File: src/verilog/brk_pkg.sv
// constants and carrier types for the address breakpoint unit
// How it works
// - enabled unit requests a break when the fetch address equals the match address
// - break request forces the interrupt opcode and the right vector pair
// - writing one to break_active raises a break without any match
// - break starts at instruction end, or at once on a match while in wait or stop mode
// - timer counters halt and input captures are blocked while break is active
// - watchdog is off in break while test voltage sits on reset
// - break in stop mode wakes the device and sets stop_wait_break_flag
// - break_enable is bit 7, read/write, cleared by reset
// - break_active sets on match, cleared by writing zero or reset
// - match address high and low bytes are read/write, reset to zero
// - break_wait_flag sets on wake from wait, cleared by zero write or reset
// - other status flags clear during break only while clear enable is one
// - return from interrupt in the break routine ends the break state
// - comparison keeps working while the device waits
package brk_pkg;
   // ****************************************
   // register map (byte addresses)
   // ****************************************
   localparam logic [11:0] OFS_CTRL_STATUS = 12'h000;
   localparam logic [11:0] OFS_ADDR_HI = 12'h004;
   localparam logic [11:0] OFS_ADDR_LO = 12'h008;
   localparam logic [11:0] OFS_WAKE_STATUS = 12'h00c;
   localparam logic [11:0] OFS_FLAG_CLEAR = 12'h010;
   localparam logic [11:0] OFS_IRQ_STATUS = 12'h014;
   localparam logic [11:0] OFS_IRQ_MASK = 12'h018;
   // ****************************************
   // field positions
   // ****************************************
   localparam int BIT_ENABLE = 7;
   localparam int BIT_ACTIVE = 6;
   localparam int BIT_WAIT_FLAG = 1;
   localparam int BIT_STOP_FLAG = 0;
   localparam int BIT_CLEAR_EN = 7;
   localparam int IRQ_BIT_BREAK = 0;
   localparam int IRQ_BIT_WAKE = 1;
   // ****************************************
   // reset values and vectors
   // ****************************************
   localparam logic [7:0] RST_BYTE = 8'h00;
   localparam logic [15:0] VEC_NORMAL = 16'hfffc;
   localparam logic [15:0] VEC_MONITOR = 16'hfefc;
   localparam logic [7:0] SWI_OPCODE = 8'h83;
   // cpu status bundle
   typedef struct packed {
      logic [15:0] pc;
      logic fetch;
      logic last_cycle;
      logic rti_exec;
      logic monitor_mode;
      logic wait_mode;
      logic stop_mode;
   } cpu_status_t;
   // forced-fetch bundle toward the cpu
   typedef struct packed {
      logic force_swi;
      logic [7:0] opcode;
      logic [15:0] vector;
   } brk_force_t;
   typedef enum logic [1:0] {ST_IDLE, ST_PENDING, ST_BREAK} brk_state_t;
endpackage

File: src/verilog/address_breakpoint_unit.sv
// address breakpoint unit with apb register slave
`timescale 1ns/1ps
`default_nettype none
module address_breakpoint_unit (
   // clock and reset
   input wire logic clk,
   input wire logic resetn,
   // apb slave
   input wire logic psel,
   input wire logic penable,
   input wire logic pwrite,
   input wire logic [11:0] paddr,
   input wire logic [31:0] pwdata,
   output logic [31:0] prdata,
   output logic pready,
   output logic pslverr,
   // cpu side
   input wire brk_pkg::cpu_status_t cpu,
   output brk_pkg::brk_force_t force_o,
   // system integration side
   output logic brk_request,
   output logic wake_o,
   output logic timer_halt,
   output logic capture_block,
   output logic flag_clear_allow,
   output logic watchdog_disable,
   input wire logic test_voltage_pin,
   // interrupt
   output logic irq
);
   import brk_pkg::*;
   logic enable_ff, active_ff, wait_flag_ff, stop_flag_ff, clear_en_ff;
   logic [7:0] addr_hi_ff, addr_lo_ff;
   logic [1:0] irq_stat_ff, irq_mask_ff;
   brk_state_t state_ff;
   logic tv_s1_ff, tv_s2_ff;
   logic wr, rd, match, sw_break, trig, enter, in_break;
   logic [31:0] nxt_rdata;
   // ****************************************
   // bus decode
   // ****************************************
   // byte registers on bus clock
   assign wr = psel & penable & pwrite;
   assign rd = psel & penable & ~pwrite;
   assign pready = 1'b1;
   always_comb begin
      nxt_rdata = 32'h0;
      pslverr = 1'b0;
      unique case (paddr)
         OFS_CTRL_STATUS: nxt_rdata[7:0] = {enable_ff, active_ff, 6'h00};
         OFS_ADDR_HI: nxt_rdata[7:0] = addr_hi_ff;
         OFS_ADDR_LO: nxt_rdata[7:0] = addr_lo_ff;
         OFS_WAKE_STATUS: nxt_rdata[7:0] = {6'h00, wait_flag_ff, stop_flag_ff};
         OFS_FLAG_CLEAR: nxt_rdata[7:0] = {clear_en_ff, 7'h00};
         OFS_IRQ_STATUS: nxt_rdata[1:0] = irq_stat_ff;
         OFS_IRQ_MASK: nxt_rdata[1:0] = irq_mask_ff;
         default: pslverr = psel & penable;
      endcase
   end
   // read data is combinational on the single access cycle
   assign prdata = rd ? nxt_rdata : 32'h0;
   // ****************************************
   // match and trigger
   // ****************************************
   // address compare, no wait gating
   assign match = enable_ff & cpu.fetch & (cpu.pc == {addr_hi_ff, addr_lo_ff});
   assign sw_break = wr & (paddr == OFS_CTRL_STATUS) & pwdata[BIT_ACTIVE];
   assign trig = match | sw_break;
   assign enter = (state_ff == ST_PENDING & cpu.last_cycle) |
                  (state_ff == ST_IDLE & trig & cpu.last_cycle) |
                  (state_ff == ST_IDLE & trig & (cpu.wait_mode | cpu.stop_mode));
   assign in_break = (state_ff == ST_BREAK);
   // break sequencer
   always_ff @(posedge clk or negedge resetn) begin
      if (!resetn) begin
         state_ff <= ST_IDLE;
      end else begin
         unique case (state_ff)
            ST_IDLE: begin
               if (enter) state_ff <= ST_BREAK;
               else if (trig) state_ff <= ST_PENDING;
            end
            ST_PENDING: begin
               if (enter) state_ff <= ST_BREAK;
            end
            ST_BREAK: begin
               if (cpu.rti_exec) state_ff <= ST_IDLE;
            end
            // the spare state code falls back to idle
            default: begin
               state_ff <= ST_IDLE;
            end
         endcase
      end
   end
   // ****************************************
   // control and status registers
   // ****************************************
   // plain read/write fields
   always_ff @(posedge clk or negedge resetn) begin
      if (!resetn) begin
         enable_ff <= 1'b0;
         addr_hi_ff <= RST_BYTE;
         addr_lo_ff <= RST_BYTE;
         clear_en_ff <= 1'b0;
      end else if (wr) begin
         if (paddr == OFS_CTRL_STATUS) enable_ff <= pwdata[BIT_ENABLE];
         if (paddr == OFS_ADDR_HI) addr_hi_ff <= pwdata[7:0];
         if (paddr == OFS_ADDR_LO) addr_lo_ff <= pwdata[7:0];
         if (paddr == OFS_FLAG_CLEAR) clear_en_ff <= pwdata[BIT_CLEAR_EN];
      end
   end
   // active flag, set wins over clear
   always_ff @(posedge clk or negedge resetn) begin
      if (!resetn) begin
         active_ff <= 1'b0;
      end else if (trig) begin
         active_ff <= 1'b1;
      end else if (wr & (paddr == OFS_CTRL_STATUS) & ~pwdata[BIT_ACTIVE]) begin
         active_ff <= 1'b0;
      end
   end
   // wake flags, set wins over clear
   always_ff @(posedge clk or negedge resetn) begin
      if (!resetn) begin
         wait_flag_ff <= 1'b0;
         stop_flag_ff <= 1'b0;
      end else begin
         if (enter & cpu.wait_mode) wait_flag_ff <= 1'b1;
         else if (wr & (paddr == OFS_WAKE_STATUS) & ~pwdata[BIT_WAIT_FLAG])
            wait_flag_ff <= 1'b0;
         if (enter & cpu.stop_mode) stop_flag_ff <= 1'b1;
         else if (wr & (paddr == OFS_WAKE_STATUS) & ~pwdata[BIT_STOP_FLAG])
            stop_flag_ff <= 1'b0;
      end
   end
   // ****************************************
   // interrupt status and mask
   // ****************************************
   // sticky events, write one to clear, set wins
   always_ff @(posedge clk or negedge resetn) begin
      if (!resetn) begin
         irq_stat_ff <= 2'b00;
         irq_mask_ff <= 2'b00;
      end else begin
         irq_stat_ff[IRQ_BIT_BREAK] <= enter |
            (irq_stat_ff[IRQ_BIT_BREAK] & ~(wr & (paddr == OFS_IRQ_STATUS) & pwdata[0]));
         irq_stat_ff[IRQ_BIT_WAKE] <= (enter & (cpu.wait_mode | cpu.stop_mode)) |
            (irq_stat_ff[IRQ_BIT_WAKE] & ~(wr & (paddr == OFS_IRQ_STATUS) & pwdata[1]));
         if (wr & (paddr == OFS_IRQ_MASK)) irq_mask_ff <= pwdata[1:0];
      end
   end
   assign irq = |(irq_stat_ff & irq_mask_ff);
   // ****************************************
   // test voltage synchroniser
   // ****************************************
   always_ff @(posedge clk or negedge resetn) begin
      if (!resetn) begin
         tv_s1_ff <= 1'b0;
         tv_s2_ff <= 1'b0;
      end else begin
         tv_s1_ff <= test_voltage_pin;
         tv_s2_ff <= tv_s1_ff;
      end
   end
   // ****************************************
   // outputs toward cpu and system
   // ****************************************
   // forced opcode and vector, registered
   always_ff @(posedge clk or negedge resetn) begin
      if (!resetn) begin
         force_o <= '0;
         brk_request <= 1'b0;
         wake_o <= 1'b0;
      end else begin
         force_o.force_swi <= enter;
         force_o.opcode <= enter ? SWI_OPCODE : RST_BYTE;
         force_o.vector <= cpu.monitor_mode ? VEC_MONITOR : VEC_NORMAL;
         brk_request <= enter;
         wake_o <= enter & cpu.stop_mode;
      end
   end
   assign timer_halt = in_break;
   assign capture_block = in_break;
   assign watchdog_disable = in_break & tv_s2_ff;
   assign flag_clear_allow = ~in_break | clear_en_ff;
endmodule
`default_nettype wire

File: config.mk
export PLATFORM = sky130hd
export DESIGN_NAME = address_breakpoint_unit
export DESIGN_NICKNAME = d
export VERILOG_FILES = /design/src/verilog/brk_pkg.sv /design/src/verilog/address_breakpoint_unit.sv
export SDC_FILE = /design/constraint.sdc
export NUM_CORES = 1
export LEC_CHECK = 0
export BUFFER_PORTS_ARGS = -buffer_cell sky130_fd_sc_hd__buf_2
export CORE_MARGIN = 2
export CORE_UTILIZATION = 47
export DETAILED_ROUTE_END_ITERATION = 6
export PLACE_DENSITY = 0.95
export SETUP_SLACK_MARGIN = 0.2
export SLEW_MARGIN = 20
export SYNTH_ARGS = -nofsm -noshare
export SYNTH_HDL_FRONTEND = slang
export SYNTH_SLANG_ARGS = --single-unit
File: constraint.sdc
create_clock -name clk -period 4.29 [get_ports clk]
set_input_delay 0.429 -clock clk [delete_from_list [all_inputs] [get_ports clk]]
set_output_delay 0.429 -clock clk [all_outputs]
set_load 0.02 [all_outputs]
==> summary.md <==
| Metric | Value |
|---|---|
| Static Leak | `1.31 nW` |
| Cell Pwr Density | `between 200 and 300 nW/µm²` |
| CP startpoint kind | `input port` |
| Number of global-route vias before repair | `between 1500 and 2000` |
| TritonCTS clock tree | `built` |
| Htree depth | `2` |
| Reg-to-Reg End | `stop_flag_ff` |
| Commonest cells after routing, fill and taps aside | `81 x buf_2, 33 x conb_1, 33 x dfrtp_1` |
| Fillcell total | `394` |
| Net Switching | `approximately 0.19 mW` |
| Synthesized area | `2230 µm²` |
| Post-route ant nets | `0` |
| CP max FO | `9` |
| Dpl cells | `333` |
| Postcts setup bufs | `0` |
| Slew margin rel. | `0.458` |
| Final wirelength | `4920 µm` |
| Reg power frac | `0.435` |
| RSZ-0062 raised after global routing | `no` |
| CTS Buf Count | `5` |
| Yosys Warn Count | `0` |
| CP Capture Type | `primary output` |
| Placement Cell Area | `2410 µm²` |
| Final setup viols | `0` |
| Worst vdd ir | `0.296 mV` |
| Rows | `25` |
| DP HPWL | `3900 µm` |
| Number of diodes | `0` |
| Core Area | `roughly 4600 µm²` |
| Initial Utilization | `0.481` |
| HP Class | `in -> async` |
| #FFs+latches synth | `33` |
| DR vias/cell | `5.16` |
| Vias | `1761` |
| Crit share post-route | `0.670` |
| Worst Skew | `between 0.005 and 0.006 ns` |
| Synth Area in Simple Gates | `0.163` |
| Worst skew pair latency | `~0.29 ns` |
| Die width | `72.8 µm` |
| Die ar. | `5300 µm²` |
| PortBufs | `81` |
| IO Pins | `138` |
| Clock transition at the registers of the reported paths | `0.07 ns` |
| DIE HEIGHT | `around 73 µm` |
| Seq/Total Area, Yosys | `0.371` |
| Post-Synth XOR/XNOR Area | `0.0630` |
| Worst Hold Margin | `0.188 ns` |
| Synth Area in Compound Gates | `0.0866` |
| TNS Setup | `0 ns` |
| Post-synthesis mux area share | `0.119` |
| R2R depth | `6` |
| Worst path required time | `slightly below 4 ns` |
| R2r startpoint | `addr_hi_ff[5]` |
| Arr. time, crit path | `2.44 ns` |
| Synth Instances | `223` |
| Final instance area | `2530 µm²` |
| Clk pwr share | `0.426` |
| Nets | `358` |
| Mean post-synth cell area | `9.98 µm²` |
| Tightest Pin Transition | `0.811 ns` |
| EDFF count, synth | `0` |
| CTS max path bufs | `2` |
| Main combinational cell family by area after synthesis | `buffers and inverters` |
| Kind of critical path | `in -> out` |
| Layout cells sized above 1 | `0.352` |
| Switching share of power | `0.265` |
| Synth-to-Final Area Change | `13.8%` |
| Pint | `around 0.53 mW` |
| Clock net sink count | `33` |
| Top FF cell, synth | `dfrtp_1` |
| Routability Congestion | `0.882` |
| DRC Markers | `0` |
| Finished Layout Cells | `341` |
| Status | `finished clean` |
| Initial antenna violation count | `0` |
| WL/cell | `14.4 µm` |
| GRT Total Usage | `0.189` |
| Hold_buf cts | `0` |
| Resize count post-CTS | `0` |
| Grt ovf | `0` |
| Initial drt markers | `55` |
| Fmax | `~350 MHz` |
| Final hold vios | `0` |
| Share of synthesized registers carrying an async set or reset | `1.00` |
| Final slew viol count | `0` |
| DRT Pass-1 Iters | `4` |
| CTS Root Cell | `clkbuf_8` |
| Post-Synth Adder-Cell Area | `0.00450` |
| R2R setup slack | `2.13 ns` |
| Wire length of the first global-routing pass | `7630 µm` |
| Combinational group share of total power | `0.139` |
| Min Tclk post-route | `2.87 ns` |
| Max-cap violations | `0` |
| Pin count of the biggest net entering global routing | `34` |
| Synth unique cells | `41` |
| Commonest non-fill, non-tap cell in the layout | `buf_2` |
-- per-layer routing --
| layer | wire length [µm] | global-route usage | share of wire | up-vias |
|---|---|---|---|---|
| li1 | - | - | - | 817 |
| met1 | 1970 | 0.212 | 0.40 | 835 |
| met2 | 2520 | 0.341 | 0.51 | 93 |
| met3 | 302 | 0.0373 | 0.061 | 16 |
| met4 | 129 | 0.0864 | 0.026 | 0 |
| met5 | 0 | 0 | 0 | - |
-- logic make-up after synthesis --
logic type                 count (synthesis)
DFF                                       33
xor gates and xnor gates                  16
adders and majority gates                  1
AOI/OAI and AO/OA                         23
muxes                                     24
and+or+nand+nor                           63
other                                      2
buffers and inverters                     61
-- cell type report --
class	instances	area, µm²	share of cell area
Timing Repair Buffer	81	405	0.160
Tap cell	54	67.6	0.0267
Sequential cell	33	826	0.326
Multi-Input combinational cell	160	1090	0.432
Clock inverter	2	37.5	0.0148
Clock buffer	6	82.6	0.0326
Inverter	5	18.8	0.00741
-- synth_stat cells, drive strengths merged, types with 3 or more instances --
cell type  instances  share of area
dfrtp             33           0.37
buf               52           0.17
mux2              20           0.10
o32ai              3          0.015
nor2              21          0.035
nor2b              5          0.014
clkbuf             4         0.0067
a22oi              6          0.020
a21oi              4         0.0090
nor3               4         0.0090
nand4              5          0.014
nand3              7          0.018
inv                5         0.0084
xor2               4          0.016
nand2              8          0.013
mux2i              4          0.018
nor4               6          0.036
xnor2             12          0.047
-- per-stage QoR --
stage,util,worst slack (ns),total power [mW]
floorplan,-,1.95,0.407
global placement,0.521,1.48,0.418
detailed placement,0.521,1.38,0.420
CTS,0.547,1.39,0.726
global route,0.547,1.20,0.752
finish,0.547,1.42,0.723
-- worst max-delay path, cell delays in order --
cell and delay, ns:
buf_2 0.10, nor4_2 0.35, nand3_2 0.30, nor3_1 0.72
a221oi_1 0.22, nor2_1 0.14, buf_2 0.18
-- how the worst max path moves through the flow --
| stage | start | endpoint |
|---|---|---|
| 2_1_floorplan | paddr[7] | prdata[6] |
| 3_3_place_gp | paddr[7] | prdata[6] |
| 3_5_place_dp | paddr[7] | prdata[6] |
| 4_1_cts | paddr[7] | prdata[6] |
| 5_1_grt | paddr[7] | prdata[3] |
| 6_report | paddr[7] | prdata[6] |
-- flip-flops by register name, indices dropped and copies added (netlist names), 2 cells and up --
signal	flops
state_ff	2
addr_hi_ff	8
irq_mask_ff	2
force_o	3
irq_stat_ff	2
addr_lo_ff	8
-- power groups by stage --
stage	Combinational, mW	Clock [mW]	Sequential (mW)
3_3_place_gp	0.0972	0	0.321
6_report	0.101	0.308	0.315
5_1_grt	0.110	0.327	0.315
3_5_place_dp	0.0995	0	0.321
4_1_cts	0.100	0.312	0.315
2_1_floorplan	0.0846	0	0.322
(Power assumes the default switching activity.)
